`src/pslk_params.svh`:
```
// Purpose: Constants for the power state link keeper
// Assumes: 100 MHz ref_clk
// Notes on behaviour
// - Four power states, D0 full power down to D3 minimum, D1 and D2 between.
// - In D0 the link is kept active.
// - In D3 the link is kept while wake enable is set and power present.
// - Low power at 10 Mbps: receive normally, transmit pair silent.
// - Low power at 100 Mbps: receive normally, idle stream only, no frames.
// - Link loss in D1 restarts normal auto-negotiation.
// - Link loss in D3 with wake and power: renegotiate or deep power down.
// - In D3 without wake enable or power the link is dropped.
`ifndef PSLK_PARAMS_SVH
`define PSLK_PARAMS_SVH
`define PSLK_ST_D0 2'h0
`define PSLK_ST_D1 2'h1
`define PSLK_ST_D2 2'h2
`define PSLK_ST_D3 2'h3
`define PSLK_ANEG_NS 1000
`define PSLK_ANEG_CYC ((`PSLK_ANEG_NS + 9) / 10)
`define PSLK_HIST_DEPTH 4
`endif

```
`src/pslk_pkg.sv`:
```
// Purpose: Types for the power state link keeper
// Assumes: Constants in pslk_params.svh
// Notes: Gray coded link states
`include "pslk_params.svh"
package pslk_pkg;
	typedef enum logic [1:0] {
		PSLK_LINK_DOWN = 2'h0,
		PSLK_LINK_NEG  = 2'h1,
		PSLK_LINK_UP   = 2'h3,
		PSLK_LINK_DEEP = 2'h2
	} pslk_link_e;
	typedef enum logic [1:0] {
		PSLK_TX_OFF  = 2'h0,
		PSLK_TX_IDLE = 2'h1,
		PSLK_TX_FULL = 2'h2
	} pslk_tx_e;
endpackage : pslk_pkg

```
`src/pslk_hist_mem.sv`:
```
// Purpose: Small history memory of past power states
// Assumes: One write per state change
// Notes: Read data registered
`timescale 1ns/1ps
module pslk_hist_mem #(
	parameter int DEPTH = 4
) (
	// Clock and reset
	input  wire logic                     ref_clk,
	input  wire logic                     rst,
	// Write side
	input  wire logic                     wrEn,
	input  wire logic [$clog2(DEPTH)-1:0] wrAddr,
	input  wire logic [1:0]               wrData,
	// Read side
	input  wire logic [$clog2(DEPTH)-1:0] rdAddr,
	output logic      [1:0]               rdData
);
	logic [1:0] mem [DEPTH];
	always_ff @(posedge ref_clk or posedge rst) begin
		if (rst) begin
			for (int i = 0; i < DEPTH; i++) begin
				mem[i] <= 2'h0;
			end
			rdData <= 2'h0;
		end else begin
			if (wrEn) begin
				mem[wrAddr] <= wrData;
			end
			rdData <= mem[rdAddr];
		end
	end
endmodule : pslk_hist_mem

```
`src/pslk_keeper.sv`:
```
// Purpose: Keeps, drops or renegotiates the link per power state
// Assumes: Inputs synchronous to ref_clk; power state from host
// Notes: deepOnLoss selects the D3 link loss variant
`timescale 1ns/1ps
`include "pslk_params.svh"
module pslk_keeper
	import pslk_pkg::*;
#(
	parameter int ANEG_CYC = `PSLK_ANEG_CYC,
	parameter int HIST_DEPTH = `PSLK_HIST_DEPTH
) (
	// Clock and reset
	input  wire logic       ref_clk,
	input  wire logic       rst,
	// Host power control
	input  wire logic [1:0] powerState,
	input  wire logic       wakeEnable,
	input  wire logic       auxPower,
	input  wire logic       deepOnLoss,
	// Line and MAC side
	input  wire logic       linkGood,
	input  wire logic       speed100,
	input  wire logic       macTxValid,
	// Controls
	output logic            linkEnable,
	output logic            anegStart,
	output logic            deepPowerDown,
	output logic            rxEnable,
	output logic            txIdleOnly,
	output logic            txDriveEn,
	output logic            txFrameGate,
	output logic [1:0]      lastState
);
	localparam int HA = $clog2(HIST_DEPTH);
	typedef struct packed {
		pslk_link_e     link;
		logic [15:0]    aneg;
		logic [1:0]     prevPs;
		logic [HA-1:0]  wp;
		logic           start;
		logic           enable;
		logic           deep;
		logic           rx;
		logic           idle;
		logic           drive;
		logic           frames;
	} pslk_state_s;
	pslk_state_s q, d;

	// Whether the link must be held in the given state
	function automatic logic keepLink(input logic [1:0] ps,
		input logic wk, input logic pw);
		unique case (ps)
			`PSLK_ST_D0: keepLink = 1'b1;
			`PSLK_ST_D1, `PSLK_ST_D2: keepLink = 1'b1;
			`PSLK_ST_D3: keepLink = wk & pw;
		endcase
	endfunction : keepLink

	logic keep;
	logic lowPwr;
	logic psChange;
	assign keep = keepLink(powerState, wakeEnable, auxPower);
	assign lowPwr = (powerState != `PSLK_ST_D0);
	assign psChange = (q.prevPs != powerState);

	always_comb begin
		d = q;
		d.start = 1'b0;
		if (psChange) begin
			d.wp = q.wp + 1'b1;
		end
		d.prevPs = powerState;
		unique case (q.link)
			PSLK_LINK_DOWN: begin
				if (keep) begin
					d.link = PSLK_LINK_NEG;
					d.start = 1'b1;
					d.aneg = 16'h0;
				end
			end
			PSLK_LINK_NEG: begin
				if (!keep) begin
					d.link = PSLK_LINK_DOWN;
				end else if (linkGood) begin
					d.link = PSLK_LINK_UP;
				end else if (q.aneg >= 16'(ANEG_CYC - 1)) begin
					d.aneg = 16'h0;
					d.start = 1'b1;
				end else begin
					d.aneg = q.aneg + 16'h1;
				end
			end
			PSLK_LINK_UP: begin
				if (!keep) begin
					d.link = PSLK_LINK_DOWN;
				end else if (!linkGood) begin
					if (powerState == `PSLK_ST_D3 && deepOnLoss) begin
						d.link = PSLK_LINK_DEEP;
					end else begin
						d.link = PSLK_LINK_NEG;
						d.start = 1'b1;
						d.aneg = 16'h0;
					end
				end
			end
			PSLK_LINK_DEEP: begin
				// Leaves deep sleep when the host leaves D3 or wake enable or power drops
				if (powerState != `PSLK_ST_D3 || !keep) begin
					d.link = PSLK_LINK_DOWN;
				end
			end
		endcase
		d.enable = (d.link == PSLK_LINK_NEG) || (d.link == PSLK_LINK_UP);
		d.deep = (d.link == PSLK_LINK_DEEP);
		d.rx = d.enable;
		// Frames only in D0; low power keeps the link passive
		d.frames = d.enable & ~lowPwr;
		d.idle = d.enable & lowPwr & speed100;
		d.drive = d.enable & (~lowPwr | speed100);
	end

	always_ff @(posedge ref_clk or posedge rst) begin
		if (rst) begin
			q <= '0;
		end else begin
			q <= d;
		end
	end

	pslk_hist_mem #(.DEPTH(HIST_DEPTH)) uHist (
		.ref_clk (ref_clk),
		.rst     (rst),
		.wrEn    (psChange),
		.wrAddr  (q.wp),
		.wrData  (q.prevPs),
		// Newest entry sits one below the write pointer
		.rdAddr  (q.wp - 1'b1),
		.rdData  (lastState)
	);

	assign linkEnable = q.enable;
	assign anegStart = q.start;
	assign deepPowerDown = q.deep;
	assign rxEnable = q.rx;
	assign txIdleOnly = q.idle;
	assign txDriveEn = q.drive;
	// Live state gate, so the first low power cycle sends no frame
	assign txFrameGate = q.frames & macTxValid & ~lowPwr;
endmodule : pslk_keeper

```
`config.mk`:
```
export PLATFORM = sky130hd
export DESIGN_NAME = pslk_keeper
export DESIGN_NICKNAME = d
export VERILOG_FILES = /design/src/pslk_pkg.sv /design/src/pslk_hist_mem.sv /design/src/pslk_keeper.sv
export VERILOG_INCLUDE_DIRS = /design/src /design/src/src
export SDC_FILE = /design/constraint.sdc
export NUM_CORES = 1
export LEC_CHECK = 0
export ABC_CLOCK_PERIOD_IN_PS = 1600
export BUFFER_PORTS_ARGS = -buffer_cell sky130_fd_sc_hd__buf_4
export CORE_MARGIN = 10
export CORE_UTILIZATION = 52
export CTS_CLUSTER_DIAMETER = 60
export DETAILED_ROUTE_END_ITERATION = 10
export PLACE_DENSITY = 0.75
export SLEW_MARGIN = 10
export SYNTH_ARGS = -nofsm -noshare
export SYNTH_HDL_FRONTEND = slang
export SYNTH_SLANG_ARGS = --single-unit
```
`constraint.sdc`:
```
create_clock -name ref_clk -period 1.6 [get_ports ref_clk]
set_input_delay 0.08 -clock ref_clk [delete_from_list [all_inputs] [get_ports ref_clk]]
set_output_delay 0.08 -clock ref_clk [all_outputs]
set_load 0.01 [all_outputs]
```
======== Word level (Yosys, flattened, before mapping) ========
Cells that the tools add are included.
word-level totals
  flip-flop bits (word level) ............. 38
  input port bits ......................... 10
  output and inout port bits .............. 9
cells by class
  add/sub/neg operators ................... 3
  magnitude comparators ................... 4
  equal/unequal tests ..................... 17
  multiplexer cells ....................... 29
  bitwise gates (word level) .............. 11
  reductions and logical operators ........ 11
operators by type and width
  cell                                                        number
  two-way mux 16 bit                                          5
  one-hot mux 16 bit (3 select lines)                         1
  two-way mux 18 bit                                          2
  adder 16 x 1 -> 16 bit, second input constant               1
  >= comparator 16 x 7 -> 1 bit, second input constant        1
  two-way mux 2 bit                                           8
  inequality test 2 bit, second input constant                7
  equality test 2 bit, second input constant                  6
  bitwise mux 8 bit                                           1
  one-hot mux 2 bit (4 select lines)                          1
  AND 1 bit                                                   7
  two-way mux 1 bit                                           7
  AND reduction 7 bit                                         1
  equality test 2 x 1 -> 1 bit, second input constant         3
  >= comparator 3 bit, second input constant                  2
  NOT 2 -> 3 bit                                              2
  binary-select mux 2 bit (select 2 bit)                      1
  demux 2 bit (select 2 bit)                                  1
  logical NOT 2 bit                                           2
  less-than comparator 3 x 1 -> 1 bit, second input constant  1
  one-hot mux 1 bit (3 select lines)                          1
  nonzero test 3 bit                                          1
  OR reduction 3 bit                                          1
  adder 2 x 1 -> 2 bit, second input constant                 1
  other kinds (9)                                             11

======== Logic depth before layout (Yosys ltp) ========
  depth in word-level cells ............... 11
  gate-level depth with buffers ........... 6
  mapped depth without buffers ............ 5

======== Cells and area by module ========
From an unflattened synthesis, not the netlist that was laid out.
unflattened totals
  cells, all modules ...................... 148
  area, all modules ....................... 1,751.7 um^2
by module, submodules not included
  module         instances  cells each  area an instance (um^2)  sequential area each (um^2)
  pslk_keeper    1          123         1,322.5                  675.6
  pslk_hist_mem  1          25          429.2                    250.2

======== Worst setup path before layout ========
Ideal clock, no wire load.
  path kind ............................... reg-to-reg
  start point ............................. register q[11] in the netlist's numbering
  end point ............................... register q[24] in the netlist's numbering
  arrival time ............................ 1,565 ps
  required time ........................... 1,527 ps
  path slack .............................. -38 ps
  stages on the path, launching flop included .. 7
  period minus slack after synthesis ...... 1,638 ps
  path through ............................ dfrtp_1 > ha_1 > nor4_2 > o2111ai_2 > and2_4 > buf_6 > a21oi_2
on the way
  word-level cells in the longest chain between the ends .. 5
ends and longest elaborated chain
  item                                                                     RTL line                              text
  start: declaration                                                       pslk_keeper.sv:48                     pslk_state_s q, d;
  start signal: assignment                                                 pslk_keeper.sv:125                    q <= '0;
  start signal: assignment                                                 pslk_keeper.sv:127                    q <= d;
  adder 16 x 1 -> 16 bit or >= comparator 16 x 7 -> 1 bit (tied branches)  pslk_keeper.sv:91, pslk_keeper.sv:87
  two-way mux 16 bit (*)                                                   pslk_keeper.sv:87                     end else if (q.aneg >= 16'(ANEG_CYC - 1)) begin
  two-way mux 16 bit (*)                                                   pslk_keeper.sv:85                     end else if (linkGood) begin
  two-way mux 16 bit (*)                                                   pslk_keeper.sv:83                     if (!keep) begin
  one-hot mux 16 bit (3 select lines) (*)                                  pslk_keeper.sv:74                     unique case (q.link)
Every way passes the cells marked *; elsewhere a longest branch is shown, timed or not. The select of a mux whose other input is x is not followed.
A chain may end at the register's enable or synchronous reset.

======== Worst setup path after layout ========
  start point ............................. register q[11] in the netlist's numbering
  end point ............................... register q[11] in the netlist's numbering
Same word-level chain as after synthesis.

==> flow_metrics.env <==
export IMPL_status="complete, but fails checks"
export IMPL_violations="setup timing"
export IMPL_wl_per_cell_um=16.2
export IMPL_grt_overflow=0
export IMPL_crit_path_start_kind="flop"
export IMPL_cts_tree="built"
export IMPL_fin_ws_ps=-21.8
export IMPL_cap_violations=0
export IMPL_nets=204
export IMPL_area_delta_synth_final_pct=24.2
export IMPL_cp_slowest_stage_delay_ps=420
export IMPL_drc=0
export IMPL_antenna_left=0
export IMPL_num_vias=1321
export IMPL_drive_gt1_share_pct=31.6
export IMPL_setup_viol=7
export IMPL_start_util_pct=53.8
export IMPL_antenna_found_initial=0
export IMPL_dp_hpwl_um=2530
export IMPL_skew_ps=4.13
export IMPL_crit_required_ps=1890
export IMPL_rsz0062_at_grt="true"
export IMPL_die_width_um=78.5
export IMPL_worstMarginPinSlew_ps=462
export IMPL_switching_share_pct=30.7
export IMPL_dieArea_um2=6170
export IMPL_htree_levels=2
export IMPL_utilization_pct=66.9
export IMPL_grt_total_usage_pct=12.0
export IMPL_yosys_warnings=0
export IMPL_r2r_start="q[11]$_DFFE_PP0P_"
export IMPL_grt_max_degree=39
export IMPL_p_seq_share_pct=48.2
export IMPL_startpoint="q[11]$_DFFE_PP0P_"
export IMPL_cts_path_max_buffers=2
export IMPL_post_place_ws_ps=-27.2
export IMPL_coreArea_um2=3310
export IMPL_synthArstFlopShare_pct=100
export IMPL_crit_path_top_delay_cell="dfrtp_1"
export IMPL_clock_latency_ps=340
export IMPL_power_density_nw_per_um2=1200
export IMPL_p_leak_nw=0.992
export IMPL_via_per_inst=5.60
export IMPL_finalCriticalPeriod_ps=1620
export IMPL_clock_power_share_pct=19.3
export IMPL_io_pins=19
export IMPL_syn_num_nets=169
export IMPL_path_cells="ha_4 -> nor4_4 -> o2111ai_4 -> nor2_2 -> mux2_2"
export IMPL_comb_power_share_pct=32.4
export IMPL_multi_input_area_um2=868
export IMPL_min_delay_start="deepOnLoss"
export IMPL_first_pass_iters=4
export IMPL_drt_total_wl_um=3810
export IMPL_ys_seq_area_share_pct=53.4
export IMPL_final_max_slew_violation_count=0
export IMPL_crit_fanout=6
export IMPL_syn_area_um2=1780
export IMPL_grt_pass1_vias=1252
export IMPL_regArea_um2=952
export IMPL_clock_sinks=38
export IMPL_arrival_ps=1910
export IMPL_nFillCells=246
export IMPL_holdCritPathClass="in -> reg"
export IMPL_path_class="reg -> reg"
export IMPL_ys_types=40
export IMPL_synth_top_flop_cell="dfrtp_1"
export IMPL_yosys_register_bits=38
export IMPL_power_switching_mw=0.817
export IMPL_crit_path_end_kind="flop"
export IMPL_diodes=0
export IMPL_cp_top_family="simple AND/OR/NAND/NOR gates"
export IMPL_max_slew_margin_pct=69.2
export IMPL_path_clk_slew_ps=110
export IMPL_place_port_buffers=18
export IMPL_drt_initial_drc_count=107
export IMPL_syn_avg_cell_area_um2=11.6
export IMPL_cts_buffers=5
export IMPL_internal_power_mw=1.85
export IMPL_grt_first_pass_wirelength_um=5930
export IMPL_max_vdd_ir_drop_uv=582
export IMPL_root_buffer="clkbuf_4"
export IMPL_syn_inst=154
export IMPL_path_buf_inv=0
export IMPL_synth_edf_count=0
export IMPL_place_gp_congestion=0.847
export IMPL_post_route_period_util_pct=101
export IMPL_rows=21
export IMPL_hold_viol=0
export IMPL_fmax_mhz=617
export IMPL_die_height_um=78.5
power groups by stage:
stage          Clock [mW]  Combinational, mW  Sequential, mW
2_1_floorplan           0              0.527            1.30
5_1_grt             0.573              0.951            1.31
6_report            0.515              0.864            1.29
3_5_place_dp            0              0.755            1.30
3_3_place_gp            0              0.732            1.29
4_1_cts             0.526              0.782            1.28
layer usage:
layer	global-route usage, %	part of all wire [%]
met1	14.5	44
met5	0	0
met4	4.48	1.4
met2	19.2	51
met3	4.21	3.6
cell families after synthesis:
group	after synthesis	share of synthesized area (%)
AND/OR/NAND/NOR	53	17.0
flip-flops	38	53.4
AO/OA/AOI/OAI	31	12.4
buffers and inverters	12	3.44
multiplexers	12	8.78
adder cells (fa/ha/maj)	5	3.51
XOR/XNOR	3	1.47
worst min-delay path: stages:
cell and delay [ps]:
buf_4 120, nand2b_1 90, a21oi_1 70
sequential cells by signal, indices dropped and copies added (netlist names):
| register | count |
|---|---|
| rxEnable | 1 |
| txDriveEn | 1 |
| deepPowerDown | 1 |
| uHist.rdData | 2 |
| anegStart | 1 |
| txIdleOnly | 1 |
| q | 23 |
| uHist.mem | 8 |
synthesized netlist by cell type, types with 4 or more instances:
cell type	number	area, µm²
ha_1	5	62.6
nor2_1	6	22.5
nor2_2	8	50.1
mux2_1	8	90.1
dfrtp_1	38	951
nand2_1	14	52.6
a21oi_1	5	25.0
a31oi_1	4	25.0
buf_2	4	20.0
inv_1	6	22.5
o21ai_0	4	20.0
and2_1	4	25.0
final cells by class:
cell class / instances / share of cell area [%]
Sequential cell: 38 / 43.0
Tap cell: 46 / 2.60
Timing Repair Buffer: 32 / 11.4
Multi-Input combinational cell: 106 / 39.2
Inverter: 6 / 1.02
Clock buffer: 7 / 2.49
Clock inverter: 1 / 0.226
timing repair:
action	CTS	global route
pin swaps	1	11
endpoints found under the setup margin	14	16
buffers inserted	0	4
cloned	1	1
hold buffers	4	1
gates resized for setup	2	14
endpoints found under the hold margin	43	1
path summary, 6_finish.rpt:
kind                            depth (start not counted)  slack, ps                        to
worst min-delay path                                    3         30   deepPowerDown$_DFF_PP0_
worst max register to register                          5        -20         q[11]$_DFFE_PP0P_
worst max-delay path                                    5        -20         q[11]$_DFFE_PP0P_
worst min register to register                          1        500  uHist.mem[3]$_DFFE_PP0P_
min in group asynchronous                               4        390  uHist.mem[7]$_DFFE_PP0P_
max in group asynchronous                               4        870         q[13]$_DFFE_PP0P_
cell usage in the layout (no fill, tap or decap), types with 4 or more instances in the layout:
master and n:
dfrtp_1 37, buf_4 27, nand2_1 14, mux2_1 8, nor2_2 8, inv_1 6
nor2_1 5, a21oi_1 5, clkbuf_4 5, dlygate4sd3_1 5, and2_1 4, a31oi_1 4
ha_1 4
metrics by stage:
stage / cell area, µm² / hold slack, ps / TNS (ps) / total power, mW / cells
after floorplan: 1780 / 111 / 0 / 1.82 / 154
after global placement: 1970 / 218 / 0 / 2.02 / 217
after detailed placement: 1970 / 221 / -71.1 / 2.06 / 217
after CTS: 2090 / 0.962 / 0 / 2.59 / 230
after global routing: 2210 / 16.1 / -1110 / 2.84 / 236
final: 2210 / 34.0 / -77.4 / 2.66 / 236
Note: power is estimated with default switching activity, not from simulation.
